===== src/hdl/tcpa_pkg.sv =====
package tcpa_pkg;

  // ==========================================================================
  // Timing
  // ==========================================================================
  localparam int unsigned CLK_PERIOD_NS = 25;   // 40 MHz pclk
  localparam int unsigned DEBOUNCE_US   = 100;  // Attach debounce, plain default
  // Least time: round up to whole cycles
  localparam int unsigned DEBOUNCE_CYC  =
    (DEBOUNCE_US * 1000 + CLK_PERIOD_NS - 1) / CLK_PERIOD_NS;
  localparam int unsigned DEB_W         = 12;
  localparam logic [DEB_W-1:0] DEB_LAST = DEB_W'(DEBOUNCE_CYC - 1);
  localparam logic [DEB_W-1:0] DEB_ONE  = 12'h001;
  localparam logic [DEB_W-1:0] DEB_ZERO = 12'h000;

  // ==========================================================================
  // Register map (byte addresses)
  // ==========================================================================
  localparam int unsigned ADDR_W       = 8;
  localparam logic [ADDR_W-1:0] OFS_CTRL     = 8'h00;  // Port control, rw
  localparam logic [ADDR_W-1:0] OFS_STATUS   = 8'h04;  // Live port state, ro
  localparam logic [ADDR_W-1:0] OFS_IRQ_STAT = 8'h08;  // Sticky events, ro
  localparam logic [ADDR_W-1:0] OFS_IRQ_EN   = 8'h0c;  // Event enables, rw
  localparam logic [ADDR_W-1:0] OFS_IRQ_CLR  = 8'h10;  // Write one to clear, wo

  // Control fields
  localparam int unsigned CTRL_PORT_EN = 0;
  localparam logic        PORT_EN_RST  = 1'b1;

  // Status fields
  localparam int unsigned ST_ATTACHED = 0;
  localparam int unsigned ST_POL      = 1;
  localparam int unsigned ST_BUS      = 2;
  localparam int unsigned ST_CABLE    = 3;
  localparam int unsigned ST_LOAD     = 4;
  localparam int unsigned ST_ADV_LO   = 5;
  localparam int unsigned ST_FSM_LO   = 8;
  localparam int unsigned FSM_W       = 3;

  // Events, one bit each in the interrupt registers
  localparam int unsigned NEV         = 4;
  localparam int unsigned EV_ATTACH   = 0;
  localparam int unsigned EV_DETACH   = 1;
  localparam int unsigned EV_LOAD_ON  = 2;
  localparam int unsigned EV_LOAD_OFF = 3;

  // Advertised current level on the CC line
  localparam logic [1:0] ADV_DEFAULT = 2'h0;
  localparam logic [1:0] ADV_MEDIUM  = 2'h1;
  localparam logic [1:0] ADV_HIGH    = 2'h2;

  localparam logic [31:0] WORD_ZERO  = 32'h0000_0000;

  // ==========================================================================
  // Types
  // ==========================================================================
  typedef enum logic [FSM_W-1:0] {
    FSM_UVLO, FSM_SAMPLE, FSM_OFF, FSM_IDLE, FSM_DEBOUNCE, FSM_ATTACHED
  } tcpa_fsm_t;

  // Comparator and strap inputs, already synchronous
  typedef struct packed {
    logic aux_ok;               // Standby supply above lockout
    logic enable;               // Device enable input
    logic cc1_rd;               // Sink pulldown seen on CC1
    logic cc2_rd;               // Sink pulldown seen on CC2
    logic cc1_ra;               // Cable marker seen on CC1
    logic cc2_ra;               // Cable marker seen on CC2
    logic over_load;            // Output current above load threshold
    logic charge_level_select;  // Non-default advertisement
    logic high_current_select;  // High rather than medium
  } tcpa_sense_t;

  // Power switch and advertisement drive
  typedef struct packed {
    logic       bus_on;     // Bus power switch closed
    logic       cable_cc1;  // Cable power onto CC1
    logic       cable_cc2;  // Cable power onto CC2
    logic [1:0] adv_level;  // Advertised current level
  } tcpa_power_t;

  typedef struct packed {
    logic        pready;
    logic        pslverr;
    logic [31:0] prdata;
  } tcpa_apb_rsp_t;

  typedef struct packed {
    tcpa_fsm_t     fsm;
    logic          polarity;  // 0: sink on CC1, 1: sink on CC2
    logic          attach_n;
    logic          load_n;
    tcpa_power_t   pwr;
    logic          port_en;
    tcpa_apb_rsp_t rsp;
  } tcpa_core_t;

  typedef struct packed {
    logic [DEB_W-1:0] cnt;
    logic             done;
  } tcpa_deb_t;

  typedef struct packed {
    logic [NEV-1:0] status;
    logic [NEV-1:0] enable;
    logic           irq;
  } tcpa_irq_t;

endpackage : tcpa_pkg


===== src/hdl/tcpa_port.sv =====
// Register access over APB and the placing of the registers are this design's own decisions.
`timescale 1ns/1ps
`default_nettype none
module tcpa_port
  import tcpa_pkg::*;
(
  // Clock and reset
  input  wire logic              pclk,
  input  wire logic              presetn,
  // APB slave
  input  wire logic              psel,
  input  wire logic              penable,
  input  wire logic              pwrite,
  input  wire logic [ADDR_W-1:0] paddr,
  input  wire logic [31:0]       pwdata,
  output logic      [31:0]       prdata,
  output logic                   pready,
  output logic                   pslverr,
  // Comparators and straps
  input  wire tcpa_sense_t       sense,
  // Port outputs
  output tcpa_power_t            power,
  output logic                   attach_detect_n,
  output logic                   load_detect_n,
  output logic                   irq
);

  // ==========================================================================
  // State
  // ==========================================================================
  tcpa_core_t     q;           // Registered state
  tcpa_core_t     d;           // Next state
  logic [NEV-1:0] ev;          // Event pulses to interrupt logic
  logic           deb_arm;     // Sink seen on the captured line
  logic           deb_done;    // Debounce complete
  logic           en_we;       // Enable register write
  logic           clr_we;      // Clear register write
  logic [NEV-1:0] irq_status;  // Sticky events
  logic [NEV-1:0] irq_enable;  // Event enables
  logic           irq_q;       // Registered interrupt line
  logic           port_on;     // Enable pin and software enable
  logic           sink_one;    // Exactly one CC line pulled by a sink
  logic           sink_same;   // Sink still on the captured line
  logic           att;         // Next state is attached
  logic           ld;          // Next load-detect level, active high
  logic           wr_commit;   // Write completes this edge
  logic           addr_hit;    // Address is mapped
  logic [31:0]    rd_word;     // Read mux result
  logic [31:0]    stat_word;   // Status register image

  // ==========================================================================
  // Sink qualification
  // ==========================================================================
  // Both lines pulled means a debug accessory, not a sink, so it never attaches
  assign sink_one  = sense.cc1_rd ^ sense.cc2_rd;
  // Polarity picks which line must keep the pulldown
  assign sink_same = q.polarity ? (sense.cc2_rd & ~sense.cc1_rd)
                                : (sense.cc1_rd & ~sense.cc2_rd);
  assign port_on   = sense.enable & q.port_en;
  assign deb_arm   = (q.fsm == FSM_DEBOUNCE) & sink_same;

  tcpa_debounce u_debounce (
    .pclk    (pclk),
    .presetn (presetn),
    .arm     (deb_arm),
    .done    (deb_done)
  );

  // ==========================================================================
  // Register decode
  // ==========================================================================
  // Completing edge: access phase with our pready high
  assign wr_commit = psel & penable & q.rsp.pready & pwrite & ~q.rsp.pslverr;
  // Status and sticky registers ignore writes without an error
  assign en_we     = wr_commit & (paddr == OFS_IRQ_EN);
  assign clr_we    = wr_commit & (paddr == OFS_IRQ_CLR);
  assign addr_hit  = (paddr == OFS_CTRL) | (paddr == OFS_STATUS) |
                     (paddr == OFS_IRQ_STAT) | (paddr == OFS_IRQ_EN) |
                     (paddr == OFS_IRQ_CLR);

  tcpa_irq u_irq (
    .pclk    (pclk),
    .presetn (presetn),
    .ev      (ev),
    .en_we   (en_we),
    .clr_we  (clr_we),
    .wdata   (pwdata[NEV-1:0]),
    .status  (irq_status),
    .enable  (irq_enable),
    .irq     (irq_q)
  );

  // Status image of the live port
  always_comb
  begin
    stat_word                        = WORD_ZERO;
    stat_word[ST_ATTACHED]           = ~q.attach_n;
    stat_word[ST_POL]                = q.polarity;
    stat_word[ST_BUS]                = q.pwr.bus_on;
    stat_word[ST_CABLE]              = q.pwr.cable_cc1 | q.pwr.cable_cc2;
    stat_word[ST_LOAD]               = ~q.load_n;
    stat_word[ST_ADV_LO +: 2]        = q.pwr.adv_level;
    stat_word[ST_FSM_LO +: FSM_W]    = q.fsm;
  end

  // Read mux; clear register and holes read zero
  always_comb
  begin
    rd_word = WORD_ZERO;
    case (paddr)
      OFS_CTRL:     rd_word[CTRL_PORT_EN] = q.port_en;
      OFS_STATUS:   rd_word = stat_word;
      OFS_IRQ_STAT: rd_word[NEV-1:0] = irq_status;
      OFS_IRQ_EN:   rd_word[NEV-1:0] = irq_enable;
      default:      rd_word = WORD_ZERO;
    endcase
  end

  // ==========================================================================
  // Next-state logic
  // ==========================================================================
  always_comb
  begin
    d  = q;
    ev = '0;

    // Start-up and attach sequencing
    case (q.fsm)
      FSM_UVLO:
      begin
        if (sense.aux_ok)
          d.fsm = FSM_SAMPLE;
      end
      FSM_SAMPLE:
      begin
        // Enable is looked at only once the supply is good
        d.fsm = port_on ? FSM_IDLE : FSM_OFF;
      end
      FSM_OFF:
      begin
        // CC monitor off; a later enable restarts watching
        if (port_on)
          d.fsm = FSM_IDLE;
      end
      FSM_IDLE:
      begin
        if (sink_one)
        begin
          d.fsm      = FSM_DEBOUNCE;
          d.polarity = sense.cc2_rd;
        end
      end
      FSM_DEBOUNCE:
      begin
        // A bounce back to open restarts from idle
        if (!sink_same)
          d.fsm = FSM_IDLE;
        else if (deb_done)
        begin
          d.fsm          = FSM_ATTACHED;
          ev[EV_ATTACH]  = 1'b1;
        end
      end
      FSM_ATTACHED:
      begin
        if (!sink_same)
        begin
          d.fsm          = FSM_IDLE;
          ev[EV_DETACH]  = 1'b1;
        end
      end
      default:
      begin
        d.fsm = FSM_UVLO;
      end
    endcase

    // Supply loss overrides every state; disable overrides idle, debounce and attached
    if (!sense.aux_ok)
    begin
      d.fsm = FSM_UVLO;
    end
    else if (!port_on && (q.fsm == FSM_IDLE || q.fsm == FSM_DEBOUNCE ||
                          q.fsm == FSM_ATTACHED))
    begin
      d.fsm = FSM_OFF;
    end
    // Detach event also covers a forced exit from attached
    if (q.fsm == FSM_ATTACHED && d.fsm != FSM_ATTACHED)
      ev[EV_DETACH] = 1'b1;

    // Outputs follow the next state so they change with it
    att             = (d.fsm == FSM_ATTACHED);
    d.attach_n      = ~att;
    d.pwr.bus_on    = att;
    // Cable power only on the line the sink is not using
    d.pwr.cable_cc1 = att & d.polarity & sense.cc1_ra;
    d.pwr.cable_cc2 = att & ~d.polarity & sense.cc2_ra;

    // Advertisement straight from the two selects; no charging-port
    // signature detection is done here, a companion part must add it
    if (!sense.charge_level_select)
      d.pwr.adv_level = ADV_DEFAULT;
    else if (sense.high_current_select)
      d.pwr.adv_level = ADV_HIGH;
    else
      d.pwr.adv_level = ADV_MEDIUM;

    // Load detect only in high-current mode with a sink on the port
    ld       = att & sense.charge_level_select & sense.high_current_select &
               sense.over_load;
    d.load_n = ~ld;
    // Events on each change of the load output, for software
    if (ld && q.load_n)
      ev[EV_LOAD_ON] = 1'b1;
    if (!ld && !q.load_n)
      ev[EV_LOAD_OFF] = 1'b1;

    // APB: answer one cycle after setup, zero wait states after that
    d.rsp.pready  = 1'b0;
    d.rsp.pslverr = 1'b0;
    d.rsp.prdata  = WORD_ZERO;
    if (psel && !penable)
    begin
      d.rsp.pready  = 1'b1;
      d.rsp.pslverr = ~addr_hit;
      if (!pwrite && addr_hit)
        d.rsp.prdata = rd_word;
    end
    if (wr_commit && paddr == OFS_CTRL)
      d.port_en = pwdata[CTRL_PORT_EN];
  end

  // ==========================================================================
  // State register
  // ==========================================================================
  always_ff @(posedge pclk or negedge presetn)
  begin
    if (!presetn)
    begin
      q          <= '0;
      // Fields that idle high are set apart from the zero fill
      q.fsm      <= FSM_UVLO;
      q.attach_n <= 1'b1;
      q.load_n   <= 1'b1;
      q.port_en  <= PORT_EN_RST;
    end
    else
    begin
      q <= d;
    end
  end

  // Outputs straight from flip-flops
  assign prdata          = q.rsp.prdata;
  assign pready          = q.rsp.pready;
  assign pslverr         = q.rsp.pslverr;
  assign power           = q.pwr;
  assign attach_detect_n = q.attach_n;
  assign load_detect_n   = q.load_n;
  assign irq             = irq_q;

  // ==========================================================================
  // Checks
  // ==========================================================================
  // Outputs are registered, so most checks look one edge ahead
  attach_power_a: assert property (@(posedge pclk) disable iff (!presetn)
    (q.fsm == FSM_ATTACHED) == (!attach_detect_n && power.bus_on))
    else $error("attach output and bus power disagree with state");

  detach_off_a: assert property (@(posedge pclk) disable iff (!presetn)
    (q.fsm == FSM_ATTACHED && !sense.cc1_rd && !sense.cc2_rd)
      |=> !power.bus_on && attach_detect_n)
    else $error("bus power kept after detach");

  load_idle_a: assert property (@(posedge pclk) disable iff (!presetn)
    attach_detect_n |-> load_detect_n)
    else $error("load output low without a sink");

  load_assert_a: assert property (@(posedge pclk) disable iff (!presetn)
    (q.fsm == FSM_ATTACHED && sink_same && port_on && sense.aux_ok &&
     sense.charge_level_select && sense.high_current_select && sense.over_load)
      |=> !load_detect_n)
    else $error("heavy load not flagged");

  load_release_a: assert property (@(posedge pclk) disable iff (!presetn)
    (!load_detect_n && !sense.over_load) |=> load_detect_n)
    else $error("load output held after load dropped");

  medium_adv_a: assert property (@(posedge pclk) disable iff (!presetn)
    (sense.charge_level_select && !sense.high_current_select)
      |=> power.adv_level == ADV_MEDIUM)
    else $error("medium level not advertised");

  adv_default_a: assert property (@(posedge pclk) disable iff (!presetn)
    !sense.charge_level_select |=> power.adv_level == ADV_DEFAULT)
    else $error("default level not advertised");

  start_seq_a: assert property (@(posedge pclk) disable iff (!presetn)
    (q.fsm == FSM_SAMPLE && !port_on && sense.aux_ok) |=> q.fsm == FSM_OFF)
    else $error("start-up ignored a low enable");

  cc_watch_a: assert property (@(posedge pclk) disable iff (!presetn)
    (q.fsm == FSM_IDLE && sink_one && port_on && sense.aux_ok)
      |=> q.fsm == FSM_DEBOUNCE)
    else $error("sink on CC not picked up");

  attach_deb_a: assert property (@(posedge pclk) disable iff (!presetn)
    $rose(power.bus_on) |-> $past(q.fsm == FSM_DEBOUNCE) && $past(deb_done))
    else $error("bus power before debounce");

  cable_side_a: assert property (@(posedge pclk) disable iff (!presetn)
    power.cable_cc1 |-> q.polarity && power.bus_on && !power.cable_cc2)
    else $error("cable power on the sink line");

  load_mode_a: assert property (@(posedge pclk) disable iff (!presetn)
    !(sense.charge_level_select && sense.high_current_select) |=> load_detect_n)
    else $error("load detect outside high-current mode");

  cable_other_a: assert property (@(posedge pclk) disable iff (!presetn)
    power.cable_cc2 |-> !q.polarity && power.bus_on && !power.cable_cc1)
    else $error("cable power on the wrong line");

  high_adv_a: assert property (@(posedge pclk) disable iff (!presetn)
    (sense.charge_level_select && sense.high_current_select)
      |=> power.adv_level == ADV_HIGH)
    else $error("high level not advertised");

  supply_loss_a: assert property (@(posedge pclk) disable iff (!presetn)
    !sense.aux_ok |=> q.fsm == FSM_UVLO && attach_detect_n && !power.bus_on)
    else $error("port running without standby supply");

  port_off_a: assert property (@(posedge pclk) disable iff (!presetn)
    (sense.aux_ok && !port_on && q.fsm != FSM_UVLO && q.fsm != FSM_SAMPLE)
      |=> q.fsm == FSM_OFF && !power.bus_on)
    else $error("disabled port still active");

  apb_answer_a: assert property (@(posedge pclk) disable iff (!presetn)
    (psel && !penable) |=> pready && pslverr == !$past(addr_hit))
    else $error("register access not answered");

endmodule : tcpa_port
`default_nettype wire


===== src/hdl/tcpa_debounce.sv =====
`timescale 1ns/1ps
`default_nettype none
module tcpa_debounce
  import tcpa_pkg::*;
(
  // Clock and reset
  input  wire logic pclk,
  input  wire logic presetn,
  // Condition to qualify
  input  wire logic arm,
  output logic      done
);

  tcpa_deb_t q;  // Registered state
  tcpa_deb_t d;  // Next state

  // ==========================================================================
  // Count while armed; any drop restarts the wait
  // ==========================================================================
  always_comb
  begin
    d = q;
    if (!arm)
    begin
      d.cnt  = DEB_ZERO;
      d.done = 1'b0;
    end
    else if (q.cnt != DEB_LAST)
    begin
      d.cnt  = q.cnt + DEB_ONE;
      d.done = 1'b0;
    end
    else
    begin
      d.done = 1'b1;
    end
  end

  always_ff @(posedge pclk or negedge presetn)
  begin
    if (!presetn)
      q <= '0;
    else
      q <= d;
  end

  assign done = q.done;

  // Done only after the full count of armed cycles
  debounce_full_a: assert property (@(posedge pclk) disable iff (!presetn)
    $rose(q.done) |-> q.cnt == DEB_LAST && $past(arm))
    else $error("debounce finished early");

endmodule : tcpa_debounce
`default_nettype wire


===== src/hdl/tcpa_irq.sv =====
`timescale 1ns/1ps
`default_nettype none
module tcpa_irq
  import tcpa_pkg::*;
(
  // Clock and reset
  input  wire logic           pclk,
  input  wire logic           presetn,
  // Event pulses
  input  wire logic [NEV-1:0] ev,
  // Software writes
  input  wire logic           en_we,
  input  wire logic           clr_we,
  input  wire logic [NEV-1:0] wdata,
  // State to software and system
  output logic      [NEV-1:0] status,
  output logic      [NEV-1:0] enable,
  output logic                irq
);

  tcpa_irq_t q;  // Registered state
  tcpa_irq_t d;  // Next state

  // ==========================================================================
  // Sticky status: a new event beats a clear in the same cycle
  // ==========================================================================
  always_comb
  begin
    d = q;
    if (en_we)
      d.enable = wdata;
    for (int i = 0; i < NEV; i++)
    begin
      if (ev[i])
        d.status[i] = 1'b1;
      else if (clr_we && wdata[i])
        d.status[i] = 1'b0;
    end
    // Registered so the pin never glitches
    d.irq = |(d.status & d.enable);
  end

  always_ff @(posedge pclk or negedge presetn)
  begin
    if (!presetn)
      q <= '0;
    else
      q <= d;
  end

  assign status = q.status;
  assign enable = q.enable;
  assign irq    = q.irq;

  // An event is never lost to a clear
  set_wins_a: assert property (@(posedge pclk) disable iff (!presetn)
    |ev |=> |(status & $past(ev)))
    else $error("event lost in status register");

endmodule : tcpa_irq
`default_nettype wire


===== config.mk =====
export PLATFORM = sky130hd
export DESIGN_NAME = tcpa_port
export DESIGN_NICKNAME = d
export VERILOG_FILES = /design/src/hdl/tcpa_pkg.sv /design/src/hdl/tcpa_port.sv /design/src/hdl/tcpa_debounce.sv /design/src/hdl/tcpa_irq.sv
export SDC_FILE = /design/constraint.sdc
export NUM_CORES = 1
export LEC_CHECK = 0
export ABC_AREA = 1
export BUFFER_PORTS_ARGS = -buffer_cell sky130_fd_sc_hd__buf_4
export CORE_MARGIN = 2
export CORE_UTILIZATION = 46
export CTS_CLUSTER_SIZE = 14
export DETAILED_ROUTE_END_ITERATION = 7
export PLACE_DENSITY = 0.84
export REMOVE_ABC_BUFFERS = 1
export SLEW_MARGIN = 20
export SYNTH_ARGS = -nofsm -noshare
export SYNTH_HDL_FRONTEND = slang
export SYNTH_HIERARCHICAL = 1
export SYNTH_SLANG_ARGS = --single-unit

===== constraint.sdc =====
create_clock -name pclk -period 1.6 [get_ports pclk]
set_input_delay 0.24 -clock pclk [delete_from_list [all_inputs] [get_ports pclk]]
set_output_delay 0.24 -clock pclk [all_outputs]
set_load 0.005 [all_outputs]

==> flow_summary.toml <==
[finish]
area_growth_pct = 20.82
finalNetCount = 507
design_area_um2 = 3435
stdcell_count = 524
drive_above_1_share_pct = 28.95
final_core_util_pct = 57.67
nFillCells = 531
antenna_cells = 0

[place]
hpwlAfterDp_mm = 4.639
dpl_cell_area_um2 = 3253
portBuffers = 45
routabilityCongestion = 0.8848
placed_cells = 511

[clocking]
clock_sinks = 46
path_clk_slew_ps = 90
clockBufferDepth = 2
root_buffer = "clkbuf_8"
numCtsBuffers = 5
h-tree-depth = 2
cts_tree = "done"
clk_latency_ps = 310

[worst_setup_path]
path_cells = "nand2_1 -> inv_1 -> nand4_1 -> nand3_1 -> nand2_2 -> nor2_4 -> nand3_2 -> nand2_1 -> inv_1 -> inv_1 -> nand2_1 -> nand2_1 -> nand2_1 -> inv_1 -> nand2_1"
cp_max_fo = 3
cp.arrival_ps = 1920
start_kind = "register"
reg2reg_slack_ps = -110
cpPeakStageDelay_ps = 550
path_class = "register to register"
crit_buf_inv = 4
cpMostUsedCell = "nand2_1"
end_kind = "register"
worstPathRequired_ps = 1810
slowest_stage = "dfstp_2"
cp_top_family = "simple AND/OR/NAND/NOR gates"

[synthesis]
synth_most_common_cell = "nand2_1"
syn_inst = 384
synth_area_per_cell_um2 = 7.403
yosysTopAreaCellShare_pct = 37.85
synth_area_leaders = "dfrtp_1 38%, nand2_1 12%, buf_4 9.8%"
synth.distinct_cells = 31
synth_common_cells = "91 x nand2_1, 60 x inv_1, 45 x nor2_1, 43 x dfrtp_1, 37 x buf_4"
synth_edf_count = 0
yosys_register_bits = 46
synth_top_area_cell = "dfrtp_1"
syn_area_um2 = 2843
async_flop_share_pct = 100.0
ys.flop_type = "dfrtp_1"
synth_warnings = 6
synth-seq-area-share_pct = 40.63

[pwr]
power.density_nw_per_um2 = 796.9
power.leakage_nw = 1.832
peakVddDrop_v = 0.0005917

[drt]
avgViaCountPerCell = 4.742
num_vias = 2485
drtIter0Drc = 101
first_pass_iters = 4
drc = 0
final_antenna_net_count = 0
wire_per_inst_um = 11.65
drt_wl_total_mm = 6.106

[sta]
hold_viol = 0
postLayoutSetupSlackWorst_ps = -105.4
max_slew_margin_pct = 62.82
finalSetupViolCount = 1
fin_crit_ps = 1705
max_freq_mhz = 586.4
rsz0062_at_grt = "yes"
maxSlewViolCount = 0
period_share_pct = 106.6
worst_pin_slew_ps = 557.7
clock_skew_ps = 6.967

[die]
core-area_um2 = 5956
initial_core_util_pct = 47.73
rows = 28
die_w_um = 82.61
die_h_um = 82.61
die_area_um2 = 6824
io_pins = 96

[grt]
grt_max_degree = 47
grt_pass1_vias = 2318
grt_pass1_wl_mm = 9.742
grt.total_usage_pct = 18.66
grt_overflow_total = 0
antenna_found_initial = 0

[run]
drv_cap = 0

[worst_hold_path]
hp-class = "primary input to register"

[outcome]
violations = "negative setup slack"
status = "finished with violations"
-- per-stage QoR --
| step | setup WS [ps] | hold slack, ps | total power, mW | TNS [ps] |
|---|---|---|---|---|
| finish | -105.4 | 81.25 | 2.737 | -105.4 |
| global route | -235.2 | 59.06 | 2.903 | -442.5 |
| CTS | -114.4 | 67.25 | 2.683 | -114.4 |
| detailed placement | -288.2 | 267.4 | 1.911 | -1316 |
| global placement | -202.6 | 263.4 | 1.887 | -364.5 |
| floorplan | -103.2 | -55.59 | 1.641 | -204.6 |
-- sequential cells by signal, summed over array words and instances, names as in the netlist --
name,cells
u_irq/irq,1
pready,1
attach_detect_n,1
u_debounce/done,1
power,5
u_irq/enable,4
u_debounce/q,12
prdata,10
u_irq/status,4
pslverr,1
load_detect_n,1
q,5
-- power by group --
| group | internal (mW) | leakage [nW] | switching, mW |
|---|---|---|---|
| registers | 1.24 | 0.619 | 0.0963 |
| logic | 0.277 | 1.16 | 0.362 |
| clock network | 0.325 | 0.0495 | 0.438 |
-- final cells by class --
class / instances / area, um2 / share of cell area (%)
multi-input combinational: 256 / 1272 / 37.05
sequential: 46 / 1157 / 33.70
timing repair buffer: 75 / 573.1 / 16.68
inverter: 64 / 242.7 / 7.067
tap: 75 / 93.84 / 2.732
clock buffer: 5 / 68.82 / 2.004
clock inverter: 3 / 26.28 / 0.7650
-- cell families (layout without fill, tap and decap cells) --
kind of cell / Yosys count / count (layout) / share of synthesized area, %
simple gates: 212 / 212 / 35.12
buf+inv: 103 / 147 / 18.57
flops: 46 / 46 / 40.63
compound gates: 17 / 17 / 3.345
fa+ha+maj: 5 / 5 / 2.201
other cells: 1 / 22 / 0.1319
-- repair_timing --
action,in CTS,in global routing
pin swaps,0,7
setup endpoints to repair,2,20
hold buffers,1,0
gates resized for setup,2,17
buffers inserted,1,3
gates cloned,0,0
endpoints found under the hold margin,43,0
-- cell usage in the layout, fill, tap and decap left out, types with 2 or more instances in the layout --
| master | n |
|---|---|
| nor2_1 | 42 |
| nand4_1 | 6 |
| nor2_4 | 7 |
| inv_1 | 58 |
| a21oi_1 | 3 |
| nand2_1 | 90 |
| buf_6 | 2 |
| inv_6 | 3 |
| nor2_2 | 5 |
| conb_1 | 22 |
| nor3_1 | 5 |
| buf_4 | 72 |
| dfrtp_1 | 41 |
| ha_1 | 5 |
| nand3_1 | 31 |
| inv_2 | 4 |
| nand2_2 | 16 |
| o21ai_1 | 4 |
| o21ai_0 | 5 |
| dfstp_2 | 3 |
| dfrtp_2 | 2 |
| nand3_2 | 3 |
| clkbuf_8 | 5 |
-- layer usage --
metal | global-route usage (%) | routed length [um]
met5 | 0 | 0
met4 | 7.377 | 99
met3 | 4.565 | 424
met2 | 34.03 | 3143
met1 | 20.74 | 2437
-- worst register-to-register path, delay by kind of cell (launching register included) --
family	cells	cell delay, ps
buf+inv	4	220
flops	1	550
simple gates	11	830
-- worst paths after layout --
kind,startpoint,to,cells past startpoint
min in group asynchronous,presetn,prdata[8],2
worst max-delay path,q[34],u_irq/irq,15
worst max register to register,q[34],u_irq/irq,15
worst min-delay path,sense[0],power[0],2
max in group asynchronous,presetn,q[44],2
worst min register to register,q[34],q[34],2
Power figures use the tool's default switching activity.
